[config.mk]
export PLATFORM = sky130hd
export DESIGN_NAME = sld_defer_unit
export DESIGN_NICKNAME = d
export VERILOG_FILES = /design/src/hdl/sld_pkg.sv /design/src/hdl/sld_defer_unit.sv
export SDC_FILE = /design/constraint.sdc
export NUM_CORES = 1
export LEC_CHECK = 0
export BUFFER_PORTS_ARGS = -buffer_cell sky130_fd_sc_hd__buf_2
export CORE_MARGIN = 2
export CORE_UTILIZATION = 52
export DETAILED_ROUTE_END_ITERATION = 12
export GPL_TIMING_DRIVEN = 0
export PLACE_DENSITY = 0.79
export SETUP_SLACK_MARGIN = 0.15
export SKIP_CTS_REPAIR_TIMING = 1
export SYNTH_ARGS = -nofsm -noshare
export SYNTH_HDL_FRONTEND = slang
export SYNTH_SLANG_ARGS = --single-unit
export TNS_END_PERCENT = 100
[constraint.sdc]
create_clock -name clk -period 3.05 [get_ports clk]
set_input_delay 0.1525 -clock clk [delete_from_list [all_inputs] [get_ports clk]]
set_output_delay 0.1525 -clock clk [all_outputs]
set_load 0.005 [all_outputs]
[src/hdl/sld_pkg.sv]
// shared constants and types for the speculative load deferral unit
package sld_pkg;

  // exception condition indices, highest fault priority first
  localparam int SLD_NCOND     = 14;
  localparam int SLD_REG_TOKEN = 0;
  localparam int SLD_UNIMPL    = 1;
  localparam int SLD_ALT_MISS  = 2;
  localparam int SLD_HPW_DATA  = 3;
  localparam int SLD_DTLB_MISS = 4;
  localparam int SLD_NOT_PRES  = 5;
  localparam int SLD_DEF_PAGE  = 6;
  localparam int SLD_KEY_MISS  = 7;
  localparam int SLD_KEY_PERM  = 8;
  localparam int SLD_ACC_RGHT  = 9;
  localparam int SLD_ACC_BIT   = 10;
  localparam int SLD_DBG       = 11;
  localparam int SLD_UNALIGN   = 12;
  localparam int SLD_UNSUPP    = 13;

  typedef logic [SLD_NCOND-1:0] sld_cond_t;

  // concurrent conditions that preclude each condition
  localparam sld_cond_t SLD_PRECL [SLD_NCOND] = '{
    14'h0000, 14'h0001, 14'h0003, 14'h0003, 14'h0003, 14'h001f,
    14'h003f, 14'h003f, 14'h00bf, 14'h003f, 14'h003f, 14'h0003,
    14'h0003, 14'h003f};
  // conditions deferred for any control setting
  localparam sld_cond_t SLD_ALWAYS = 14'h2043;

  // register map, byte addresses
  localparam logic [7:0] SLD_CTRL_ADDR = 8'h00;
  localparam logic [7:0] SLD_STAT_ADDR = 8'h04;
  localparam logic [7:0] SLD_CNT_ADDR  = 8'h08;
  localparam logic [7:0] SLD_CTRL_RST  = 8'h00;

  // control field positions (default control bits + spontaneous)
  localparam int SLD_F_TLB   = 0;
  localparam int SLD_F_NP    = 1;
  localparam int SLD_F_KMISS = 2;
  localparam int SLD_F_KPERM = 3;
  localparam int SLD_F_RGHT  = 4;
  localparam int SLD_F_ABIT  = 5;
  localparam int SLD_F_DBG   = 6;
  localparam int SLD_F_SPONT = 7;
  // status field positions
  localparam int SLD_S_SPEC  = 0;
  localparam int SLD_S_CAPT  = 1;
  localparam int SLD_S_CODE  = 4;

  typedef struct packed {
    logic      valid;
    logic      spec;
    logic      intrCollect;
    logic      instrXlate;
    logic      forceDefer;
    logic      codePageDefer;
    logic      uncacheable;
    logic      limitedSpec;
    logic      implDep;
    sld_cond_t cond;
  } sld_req_s;

  typedef struct packed {
    logic       valid;
    logic       writeToken;
    logic       fault;
    logic [3:0] faultIdx;
    logic       suppressMem;
    logic       sideEffects;
    logic       writeData;
  } sld_rsp_s;

endpackage

[src/hdl/sld_defer_unit.sv]
// deferral decision, fault selection and syndrome capture for loads
//////////////////////////////////////////////////////////////////////
// Functional notes
// - Deferral looks only at conditions left after preclusion.
// - Interruption collection off defers every data reference condition.
// - Unimplemented address and deferral page consumption always defer.
// - Recovery model plus matching control enable defers the condition.
// - Recovery model defers unaligned references without any enable.
// - Translation miss classes use the TLB miss enable.
// - Not present and key miss use their own enables.
// - Key permission and access rights use their own enables.
// - Access bit and data debug use their own enables.
// - Token address and unsupported references always defer.
// - Implementation conditions defer only in recovery with spontaneous on.
// - Force bit on a speculative load writes the token regardless of all else.
// - Otherwise highest priority remaining condition raises its fault.
// - Deferred conditions take no part in prioritization.
// - All conditions precluded or deferred gives token, no fault.
// - Clean speculative load to uncacheable or limited page gives token.
// - Clean load may get token through permitted spontaneous deferral.
// - Otherwise the load completes and writes its data.
// - Interruption records whether the load was speculative.
// - Interruption captures the code page deferral bit.
// - Deferred loads keep side effects but suppress memory access.
//////////////////////////////////////////////////////////////////////
`timescale 1ns/1ps

module sld_defer_unit
  import sld_pkg::*;
(
  // clock and reset
  input  wire logic        clk,
  input  wire logic        reset_n,
  // apb slave
  input  wire logic        psel,
  input  wire logic        penable,
  input  wire logic        pwrite,
  input  wire logic [7:0]  paddr,
  input  wire logic [31:0] pwdata,
  output logic      [31:0] prdata,
  output logic             pready,
  output logic             pslverr,
  // load pipeline
  input  wire sld_req_s    loadReq,
  output sld_rsp_s         loadRsp
);

  //////////////////////////////////////////////////////////////////////
  // registers
  logic [7:0]  ctrl_r;
  logic        specLoadFlag_r;
  logic        capturedDefer_r;
  logic [3:0]  lastFault_r;
  logic [31:0] deferCnt_r;

  //////////////////////////////////////////////////////////////////////
  // qualification
  sld_cond_t qual;

  genvar gi;
  generate
    for (gi = 0; gi < SLD_NCOND; gi++) begin : g_qual
      assign qual[gi] = loadReq.cond[gi]
                      & ~|(loadReq.cond & SLD_PRECL[gi]);
    end
  endgenerate

  //////////////////////////////////////////////////////////////////////
  // deferral
  logic      recovery;
  logic      spontDefer;
  sld_cond_t ctrlEn;
  sld_cond_t deferMask;
  sld_cond_t remain;

  assign recovery = loadReq.instrXlate & loadReq.codePageDefer;

  always_comb begin
    ctrlEn = '0;
    ctrlEn[SLD_ALT_MISS] = ctrl_r[SLD_F_TLB];
    ctrlEn[SLD_HPW_DATA] = ctrl_r[SLD_F_TLB];
    ctrlEn[SLD_DTLB_MISS] = ctrl_r[SLD_F_TLB];
    ctrlEn[SLD_NOT_PRES] = ctrl_r[SLD_F_NP];
    ctrlEn[SLD_KEY_MISS] = ctrl_r[SLD_F_KMISS];
    ctrlEn[SLD_KEY_PERM] = ctrl_r[SLD_F_KPERM];
    ctrlEn[SLD_ACC_RGHT] = ctrl_r[SLD_F_RGHT];
    ctrlEn[SLD_ACC_BIT] = ctrl_r[SLD_F_ABIT];
    ctrlEn[SLD_DBG] = ctrl_r[SLD_F_DBG];
    ctrlEn[SLD_UNALIGN] = 1'b1;
  end

  always_comb begin
    deferMask = SLD_ALWAYS;
    if (!loadReq.intrCollect) begin
      deferMask = '1;
    end else if (recovery) begin
      deferMask = SLD_ALWAYS | ctrlEn;
    end
    // plain loads never defer
    if (!loadReq.spec) begin
      deferMask = '0;
    end
  end

  assign remain = qual & ~deferMask;
  assign spontDefer = loadReq.spec & loadReq.implDep
                    & loadReq.intrCollect & recovery
                    & ctrl_r[SLD_F_SPONT];

  //////////////////////////////////////////////////////////////////////
  // outcome, same cycle as qualification
  logic       dToken;
  logic       dFault;
  logic [3:0] dIdx;

  always_comb begin
    dIdx = '0;
    for (int i = SLD_NCOND - 1; i >= 0; i--) begin
      if (remain[i]) begin
        dIdx = 4'(i);
      end
    end
  end

  always_comb begin
    dToken = 1'b0;
    dFault = 1'b0;
    if (loadReq.spec && loadReq.forceDefer) begin
      dToken = 1'b1;
    end else if (|remain) begin
      dFault = 1'b1;
    end else if (loadReq.spec && |qual) begin
      dToken = 1'b1;
    end else if (loadReq.spec
                 && (loadReq.uncacheable || loadReq.limitedSpec)) begin
      dToken = 1'b1;
    end else if (spontDefer) begin
      dToken = 1'b1;
    end
  end

  always_ff @(posedge clk or negedge reset_n) begin
    if (!reset_n) begin
      loadRsp <= '0;
    end else begin
      loadRsp.valid <= loadReq.valid;
      loadRsp.writeToken <= loadReq.valid & dToken;
      loadRsp.fault <= loadReq.valid & dFault;
      loadRsp.faultIdx <= (loadReq.valid && dFault) ? dIdx : 4'h0;
      // token suppresses the reference, not the base update
      loadRsp.suppressMem <= loadReq.valid & (dToken | dFault);
      loadRsp.sideEffects <= loadReq.valid & ~dFault;
      loadRsp.writeData <= loadReq.valid & ~dToken & ~dFault;
    end
  end

  //////////////////////////////////////////////////////////////////////
  // interruption syndrome
  always_ff @(posedge clk or negedge reset_n) begin
    if (!reset_n) begin
      specLoadFlag_r <= 1'b0;
      capturedDefer_r <= 1'b0;
      lastFault_r <= 4'h0;
    end else if (loadReq.valid && dFault) begin
      specLoadFlag_r <= loadReq.spec;
      capturedDefer_r <= loadReq.codePageDefer;
      lastFault_r <= dIdx;
    end
  end

  // wraps silently; software reads differences
  always_ff @(posedge clk or negedge reset_n) begin
    if (!reset_n) begin
      deferCnt_r <= '0;
    end else if (loadReq.valid && dToken) begin
      deferCnt_r <= deferCnt_r + 32'h1;
    end
  end

  //////////////////////////////////////////////////////////////////////
  // apb slave, zero wait: answer prepared in the setup cycle
  logic setup;
  logic mapped;
  logic wrEn;

  assign setup = psel & ~penable;
  assign mapped = (paddr == SLD_CTRL_ADDR) || (paddr == SLD_STAT_ADDR)
               || (paddr == SLD_CNT_ADDR);
  assign wrEn = psel & penable & pready & pwrite;

  always_ff @(posedge clk or negedge reset_n) begin
    if (!reset_n) begin
      ctrl_r <= SLD_CTRL_RST;
    end else if (wrEn && paddr == SLD_CTRL_ADDR) begin
      ctrl_r <= pwdata[7:0];
    end
  end

  always_ff @(posedge clk or negedge reset_n) begin
    if (!reset_n) begin
      pready <= 1'b0;
      pslverr <= 1'b0;
      prdata <= '0;
    end else begin
      pready <= setup;
      pslverr <= setup & ~mapped;
      prdata <= '0;
      if (setup && !pwrite) begin
        unique case (paddr)
          SLD_CTRL_ADDR: prdata <= {24'h0, ctrl_r};
          SLD_STAT_ADDR: begin
            prdata[SLD_S_SPEC] <= specLoadFlag_r;
            prdata[SLD_S_CAPT] <= capturedDefer_r;
            prdata[SLD_S_CODE +: 4] <= lastFault_r;
          end
          SLD_CNT_ADDR: prdata <= deferCnt_r;
          default: prdata <= '0;
        endcase
      end
    end
  end

  // valid unforced speculative request, shared by the next seven checks
  logic specReq;
  assign specReq = loadReq.valid & loadReq.spec & ~loadReq.forceDefer;
endmodule

==> flow_summary.yaml, run 1 <==
yosys:
  synth_xor_area_frac: 0.0672
  yosys.area.top_type: "dfrtp_1"
  synthFlopType: "dfrtp_1"
  ys_seq_elements: 90
  synth_cell_types: 44
  yosysTopAreaCellShare: 0.557
  ys_seq_area_frac: 0.557
  synth_warnings: 0
  synth_compound_area_frac: 0.0474
  synthMuxAreaShare: 0.0579
  synth_top_family_by_area: "simple AND/OR/NAND/NOR gates"
  async_flop_share: 1.00
  synth_fa_ha_area_frac: 0.00310
  synth.avg_cell_area_um2: 11.0
  syn-cell-area_mm2: 0.00404
  synth_edf_count: 0
  synthCells: 368
  synth_simple_gate_area_frac: 0.229
  synthTopCellsByArea: "dfrtp_1 (56%), mux2_2 (5.3%), xor2_1 (5.2%)"
  synth_nets: 437
place:
  gp_congestion: 0.936
  hpwlAfterDp_um: 6430
  numPortBuffers: 83
timing:
  fin_crit_sh: 0.898
  slew_headroom: 0.396
  tns_ns: 0
  tightest_slew_ns: 0.899
  slew_viol_final: 0
  maxClockFrequency_ghz: 0.365
  rsz0062_at_grt: "false"
  finalHoldViolCount: 0
  fin_worst_skew_ns: 0.00740
  setup_viol: 0
  fin_crit_ns: 2.74
flow_run:
  drv_cap: 0
route:
  totalWireLength_um: 8860
  drc: 0
  dr.first_iter.drc_count: 165
  dr_total_vias: 3156
  wl_per_cell_um: 15.5
  final_antenna_net_count: 0
  dr.pass1.iters: 4
  vias_per_cell: 5.54
finish:
  layout-drive-gt1-share: 0.278
  diodes: 0
  fin_nets: 535
  areaGrowthSynthToFinish_pct: 19.5
  final-seq-area_mm2: 0.00225
  n_fill_cell: 645
  multi_input_area_mm2: 0.00164
setup_path:
  required_ns: 3.33
  path_class: "flop to flop"
  ff2ff_path_depth: 8
  start_kind: "flop"
  end_kind: "flop"
  arrival_ns: 3.02
  rr_endpoint: "deferCnt_r[31]$_DFFE_PN0P_"
  critPathSlowestCell: "or4_4"
  cpPeakStageDelay_ns: 0.49
  crit_path_frequent_cell: "or4_4"
  path_cells: "and4_1 -> nand2_2 -> or4_4 -> or3_1 -> buf_2 -> or4_4 -> nor4_4 -> xor2_1"
  path_buf_inv: 1
  crit_family: "simple AND/OR/NAND/NOR gates"
  r2r_start: "deferCnt_r[4]$_DFFE_PN0P_"
  rrSetupSlack_ns: 0.31
  critPathMaxFanout: 8
global_route:
  grt-ovfl-total: 0
  antenna_found_initial: 0
  grt_pass1_wl_um: 14400
  grt_usage: 0.218
  grt_pass1_vias: 2949
  grt_max_degree: 70
cts:
  clock_path_buffers: 2
  path_clk_slew_ns: 0.08
  cts_tree: "built"
  clk_latency_ns: 0.35
  clockRootBuffer: "clkbuf_8"
  clock_sinks: 90
  htreeDepth: 3
  cts_buffers: 9
hold_path:
  min-delay-path-class: "input pin to flop"
  holdPathEnd: "ctrl_r[5]$_DFFE_PN0P_"
  min_path_cells: 2
  min_from: "pwdata[5]"
die:
  io_pins: 112
  fp.dieArea_mm2: 0.00849
  rows: 32
  die_h_um: 92.2
  die_w_um: 92.2
  start_util: 0.528
  core_mm2: 0.00765
power:
  ir_drop_mv: 0.252
  powerDensity_mw_per_mm2: 486
  p_leak_nw: 2.52
  finalPower_mw: 2.35
outcome:
  outcome: "finished clean"
layout make-up:
cell class,count,area share
plain buffers,20,0.0168
clock buffers,10,0.0285
clock inverters,3,0.00881
inverters,19,0.0148
multi-input cells,239,0.340
flip-flops and latches,90,0.466
well taps,102,0.0264
repair buffers,87,0.0984
how the worst max path moves through the flow:
stage / from / endpoint / depth (start not counted)
final: deferCnt_r[4]$_DFFE_PN0P_ / deferCnt_r[31]$_DFFE_PN0P_ / 8
after CTS: deferCnt_r[4]$_DFFE_PN0P_ / deferCnt_r[31]$_DFFE_PN0P_ / 8
after detailed placement: loadReq[1] / deferCnt_r[27]$_DFFE_PN0P_ / 10
after floorplan: deferCnt_r[4]$_DFFE_PN0P_ / deferCnt_r[31]$_DFFE_PN0P_ / 8
after global placement: loadReq[1] / deferCnt_r[27]$_DFFE_PN0P_ / 10
after global routing: deferCnt_r[4]$_DFFE_PN0P_ / deferCnt_r[27]$_DFFE_PN0P_ / 9
layout by cell type (no fill, tap or decap), types with 16 or more instances in the layout:
cell	netlist	final
dfrtp_1	90	90
and3_1	21	21
nand2_1	18	18
xor2_1	24	24
nor2_1	21	21
nand3_1	16	16
inv_1	19	19
nor4_1	25	24
mux2_2	19	19
buf_2	5	87
where the power goes:
| part | leakage (nW) | internal [mW] | switching, mW |
|---|---|---|---|
| combinational | 1.23 | 0.107 | 0.167 |
| clock | 0.0901 | 0.386 | 0.384 |
| sequential | 1.20 | 1.24 | 0.0574 |
| total | 2.52 | 1.74 | 0.609 |
state kept, by name, indices dropped and copies added, names as in the netlist:
signal,flops
deferCnt_r,32
prdata,32
ctrl_r,8
lastFault_r,4
specLoadFlag_r,1
pslverr,1
loadRsp,10
pready,1
capturedDefer_r,1
synth_stat cells (3+ instances only):
master    number
a21oi_1        5
a22oi_1        7
and2_1         4
and3_1        21
buf_2          5
clkbuf_1      15
dfrtp_1       90
inv_1         19
mux2_2        19
nand2_1       18
nand2b_1       4
nand3_1       16
nand4_1       15
nor2_1        21
nor2b_1        3
nor3_1        11
nor4_1        25
o21ai_0        3
o22ai_1        3
or3_1          3
xnor2_1        7
xor2_1        24
routing by layer:
| metal | vias up | share of wire | global-route usage |
|---|---|---|---|
| li1 | 1504 | - | - |
| met1 | 1507 | 0.44 | 0.299 |
| met2 | 130 | 0.49 | 0.355 |
| met3 | 15 | 0.055 | 0.0362 |
| met4 | 0 | 0.015 | 0.0734 |
| met5 | - | 0 | 0 |
through the flow:
stage | std cells | hold slack [ns] | util | cell area, um2 | setup WS (ns)
3_5_place_dp | 554 | 0.0487 | 0.604 | 4620 | 0.169
5_1_grt | 570 | 0.0294 | 0.632 | 4830 | 0.170
2_1_floorplan | 368 | -0.143 | - | 4040 | 0.512
3_3_place_gp | 553 | 0.276 | 0.599 | 4580 | 0.170
6_report | 570 | 0.0226 | 0.632 | 4830 | 0.311
4_1_cts | 567 | -0.332 | 0.628 | 4800 | 0.298
worst register-to-register path, cell delays in order (launching register included):
cell,delay (ns)
dfrtp_1,0.46
and4_1,0.25
nand2_2,0.08
or4_4,0.49
or3_1,0.33
buf_2,0.18
or4_4,0.45
nor4_4,0.27
xor2_1,0.16
logic make-up after synthesis:
| logic type | after synthesis |
|---|---|
| and+or+nand+nor | 159 |
| DFF | 90 |
| buffers and inverters | 39 |
| xor gates and xnor gates | 31 |
| AOI/OAI and AO/OA | 27 |
| muxes | 21 |
| adders and majority gates | 1 |
No activity file was read; power rests on OpenSTA's default activity.
==> inputs of run 2 (changes only) <==
Settings changed: BUFFER_PORTS_ARGS -buffer_cell sky130_fd_sc_hd__buf_2 to -buffer_cell sky130_fd_sc_hd__buf_4.
==> flow_summary.yaml, run 2 (same netlist as run 1, synthesis figures left out) <==
cts:
  clk_latency_ns: 0.36
  clockRootBuffer: "clkbuf_8"
  htreeDepth: 3
  cts_buffers: 9
  path_clk_slew_ns: 0.09
  clock_path_buffers: 2
  cts_tree: "built"
  clock_sinks: 90
hold_path:
  min-delay-path-class: "input pin to async pin"
timing:
  rsz0062_at_grt: "false"
  fin_worst_skew_ns: 0.0121
  fin_crit_ns: 2.76
  tightest_slew_ns: 1.06
  fin_crit_sh: 0.906
  setup_viol: 0
  holdWs_ns: -0.00149
  finalHoldViolCount: 1
  slew_headroom: 0.291
  tns_ns: 0
  maxClockFrequency_ghz: 0.362
  slew_viol_final: 0
setup_path:
  required_ns: 3.33
  path_cells: "and4_1 -> nand2_2 -> or4_4 -> or3_1 -> buf_2 -> or4_4 -> nor4_4 -> xor2_1"
  critPathMaxFanout: 8
  cpPeakStageDelay_ns: 0.50
  end_kind: "flop"
  critPathSlowestCell: "or4_4"
  crit_path_frequent_cell: "or4_4"
  arrival_ns: 3.04
  path_buf_inv: 1
  crit_family: "simple AND/OR/NAND/NOR gates"
  path_class: "flop to flop"
  start_kind: "flop"
route:
  wl_met1_um: 3860
  dr_wl_met2_um: 4280
  dr.pass1.iters: 4
  final_antenna_net_count: 0
  dr_wl_met3_um: 590
  dr_total_vias: 3180
  vias_per_cell: 5.57
  totalWireLength_um: 8940
  drc: 0
  dr.first_iter.drc_count: 128
  maxUsedRoutingLayer: "met4"
  wl_per_cell_um: 15.6
die:
  io_pins: 112
  start_util: 0.528
  core_mm2: 0.00765
  fp.dieArea_mm2: 0.00849
  die_h_um: 92.2
  rows: 32
  die_w_um: 92.2
finish:
  layout_common_cells: "dfrtp_1 (89), buf_4 (83), nor4_1 (24), xor2_1 (24)"
  final_common_cell: "dfrtp_1"
  final_core_util: 0.656
  diodes: 0
  areaGrowthSynthToFinish_pct: 24.1
  reg.largest.list: "deferCnt_r (32), prdata (32), loadRsp (10)"
  layout-drive-gt1-share: 0.281
  final_cells: 571
  fin_nets: 533
outcome:
  outcome: "finished with violations"
  failed_checks: "hold timing"
global_route:
  antenna_found_initial: 0
  grt_pass1_vias: 3077
  grt_pass1_wl_um: 14800
  grt_usage: 0.225
  grt-ovfl-total: 0
  grt_max_degree: 91
power:
  p_leak_nw: 2.53
  powerDensity_mw_per_mm2: 475
  ir_drop_mv: 0.265
place:
  gp_congestion: 0.880
  place_inst: 553
  numPortBuffers: 83
  hpwlAfterDp_um: 6680
flow_run:
  drv_cap: 0
run 2: report_power, final:
part           switching (mW)  internal (mW)
Clock                   0.417          0.380
Sequential             0.0563           1.25
Combinational           0.162          0.120
run 2: worst reg2reg max path, cell delays in order (launching register included):
cell     delay [ns]
dfrtp_1        0.43
and4_1         0.24
nand2_2        0.08
or4_4          0.50
or3_1          0.32
buf_2          0.17
or4_4          0.46
nor4_4         0.28
xor2_1         0.19
run 2: layout make-up:
type / count / area, um2
fillers: 613 / 2630
flip-flops and latches: 90 / 2250
multi-input cells: 239 / 1640
repair buffers: 85 / 643
clock buffers: 10 / 128
well taps: 102 / 128
plain buffers: 20 / 81.3
inverters: 19 / 71.3
clock inverters: 6 / 66.3
run 2: per-layer routing:
| layer | global-route usage | vias up |
|---|---|---|
| met2 | 0.360 | 128 |
| met3 | 0.0542 | 17 |
| met5 | 0 | - |
| li1 | - | 1508 |
| met1 | 0.299 | 1527 |
| met4 | 0.0846 | 0 |
run 2: worst paths after layout:
check	start	end	slack, ns	cells after the start
worst max-delay path	deferCnt_r[5]$_DFFE_PN0P_	deferCnt_r[31]$_DFFE_PN0P_	0.29	8
max in group asynchronous	reset_n	deferCnt_r[4]$_DFFE_PN0P_	2.33	1
worst max register to register	deferCnt_r[5]$_DFFE_PN0P_	deferCnt_r[31]$_DFFE_PN0P_	0.29	8
min in group clk	pwdata[7]	ctrl_r[7]$_DFFE_PN0P_	0.02	2
worst min register to register	deferCnt_r[23]$_DFFE_PN0P_	deferCnt_r[23]$_DFFE_PN0P_	0.49	1
worst min-delay path	reset_n	prdata[24]$_DFF_PN0_	-0.001	1
run 2: metrics by stage:
stage	setup WS [ns]	area, um2	total power [mW]
floorplan	0.512	4040	1.46
global placement	0.189	4790	1.60
detailed placement	0.137	4800	1.60
CTS	0.263	4990	2.39
global route	0.150	5010	2.49
finish	0.287	5010	2.38
==> inputs of run 3 (changes only) <==
Settings changed: BUFFER_PORTS_ARGS -buffer_cell sky130_fd_sc_hd__buf_4 to default, CORE_UTILIZATION 52 to 62, DONT_BUFFER_PORTS from default to 1, PLACE_DENSITY 0.79 to 0.78.
==> flow_summary.yaml, run 3 (same netlist as run 1, synthesis figures left out) <==
outcome:
  outcome: "finished with violations"
  failed_checks: "hold timing"
setup_path:
  end_kind: "flop"
  start_kind: "flop"
  arrival_ns: 2.98
  required_ns: 3.33
  path_class: "flop to flop"
  ff2ff_path_depth: 9
  critPathMaxFanout: 8
cts:
  cts_buffers: 9
  htreeDepth: 3
  clock_path_buffers: 2
  clockRootBuffer: "clkbuf_8"
  cts_tree: "built"
  clock_sinks: 90
  path_clk_slew_ns: 0.08
  clk_latency_ns: 0.36
route:
  final_antenna_net_count: 0
  totalWireLength_um: 8500
  drc: 0
  dr_total_vias: 2931
  wl_per_cell_um: 17.9
  dr.pass1.iters: 5
  dr.first_iter.drc_count: 251
  vias_per_cell: 6.18
timing:
  maxClockFrequency_ghz: 0.371
  timing.final.ws_setup_ns: 0.353
  finalHoldViolCount: 1
  tns_ns: 0
  holdWs_ns: -0.00122
  tightest_slew_ns: 0.905
  slew_viol_final: 0
  fin_crit_ns: 2.70
  slew_headroom: 0.392
  setup_viol: 0
  fin_worst_skew_ns: 0.00690
  rsz0062_at_grt: "false"
  fin_crit_sh: 0.884
power:
  clockPowerShare: 0.349
  intPower_mw: 1.74
  p_leak_nw: 2.18
  switching_share: 0.264
  finalPower_mw: 2.36
  ir_drop_mv: 0.378
  p_seq_frac: 0.549
  switching_power_mw: 0.624
  powerDensity_mw_per_mm2: 524
  comb_power_share: 0.102
place:
  hpwlAfterDp_um: 6020
  place_ws_ns: 0.254
  gp_congestion: 0.949
  numPortBuffers: 0
die:
  fp.dieArea_mm2: 0.00718
  io_pins: 112
  die_w_um: 84.7
  die_h_um: 84.7
  start_util: 0.640
  rows: 29
  core_mm2: 0.00631
finish:
  areaGrowthSynthToFinish_pct: 11.5
  diodes: 0
  n_fill_cell: 470
  final_common_cell: "dfrtp_1"
  reg.largest.list: "deferCnt_r (32), prdata (32), loadRsp (10)"
  layout-drive-gt1-share: 0.134
  fin_nets: 461
  layout_common_cells: "dfrtp_1 (89), xor2_1 (24), nor4_1 (22)"
global_route:
  grt-ovfl-total: 0
  grt_usage: 0.245
  grt_pass1_vias: 2785
  grt_pass1_wl_um: 13500
  antenna_found_initial: 0
  grt_max_degree: 91
hold_path:
  min-delay-path-class: "input pin to flop"
  min_path_cells: 2
flow_run:
  drv_cap: 0
[run 3: cell types whose count changed in the layout (fill, tap and decap cells not counted), moves of 2 or more]
cell,delta
buf_4,-83
dlygate4sd3_1,+10
clkinvlp_4,-2
nor4_1,-2
nor4_2,+2
[run 3: final timing paths]
kind,from,end,slack (ns)
worst max-delay path,deferCnt_r[5]$_DFFE_PN0P_,deferCnt_r[25]$_DFFE_PN0P_,0.35
worst min-delay path,paddr[3],prdata[3]$_DFF_PN0_,-0.001
worst max register to register,deferCnt_r[5]$_DFFE_PN0P_,deferCnt_r[25]$_DFFE_PN0P_,0.35
worst min register to register,deferCnt_r[31]$_DFFE_PN0P_,deferCnt_r[31]$_DFFE_PN0P_,0.47
max in group asynchronous,reset_n,deferCnt_r[4]$_DFFE_PN0P_,2.33
min in group asynchronous,reset_n,prdata[29]$_DFF_PN0_,0.37
[run 3: metrics by stage]
stage / instance area [um2] / instances / utilization
floorplan: 4040 / 368 / -
global placement: 4140 / 445 / 0.655
CTS: 4340 / 461 / 0.687
detailed placement: 4140 / 445 / 0.655
global route: 4510 / 474 / 0.714
finish: 4510 / 474 / 0.714
[run 3: power groups by stage]
stage	Sequential, mW	Combinational (mW)	Clock [mW]
after floorplan	1.31	0.155	0
after global placement	1.32	0.193	0
after detailed placement	1.32	0.200	0
after CTS	1.30	0.201	0.830
after global routing	1.31	0.265	0.887
final	1.30	0.241	0.824
[run 3: cell type report]
type / count / area (um2) / area share
Multi-Input combinational cell: 239 / 1660 / 0.367
Tap cell: 77 / 96.3 / 0.0214
Clock buffer: 10 / 138 / 0.0305
Sequential cell: 90 / 2250 / 0.500
Clock inverter: 6 / 65.1 / 0.0144
Buffer: 20 / 81.3 / 0.0180
Timing Repair Buffer: 13 / 148 / 0.0328
Inverter: 19 / 71.3 / 0.0158
[run 3: worst max-delay path, stage by stage, from the launching register on]
cell	delay, ns
dfrtp_1	0.44
and4_1	0.24
nand2_2	0.09
or4_4	0.49
or3_1	0.31
buf_2	0.17
or2_1	0.21
buf_2	0.18
nor4_1	0.32
xor2_1	0.18
[run 3: routing by layer]
layer  share of wire  track usage
met5               0            0
met4           0.010       0.0750
met3           0.072       0.0875
met2            0.50        0.382
met1            0.42        0.325
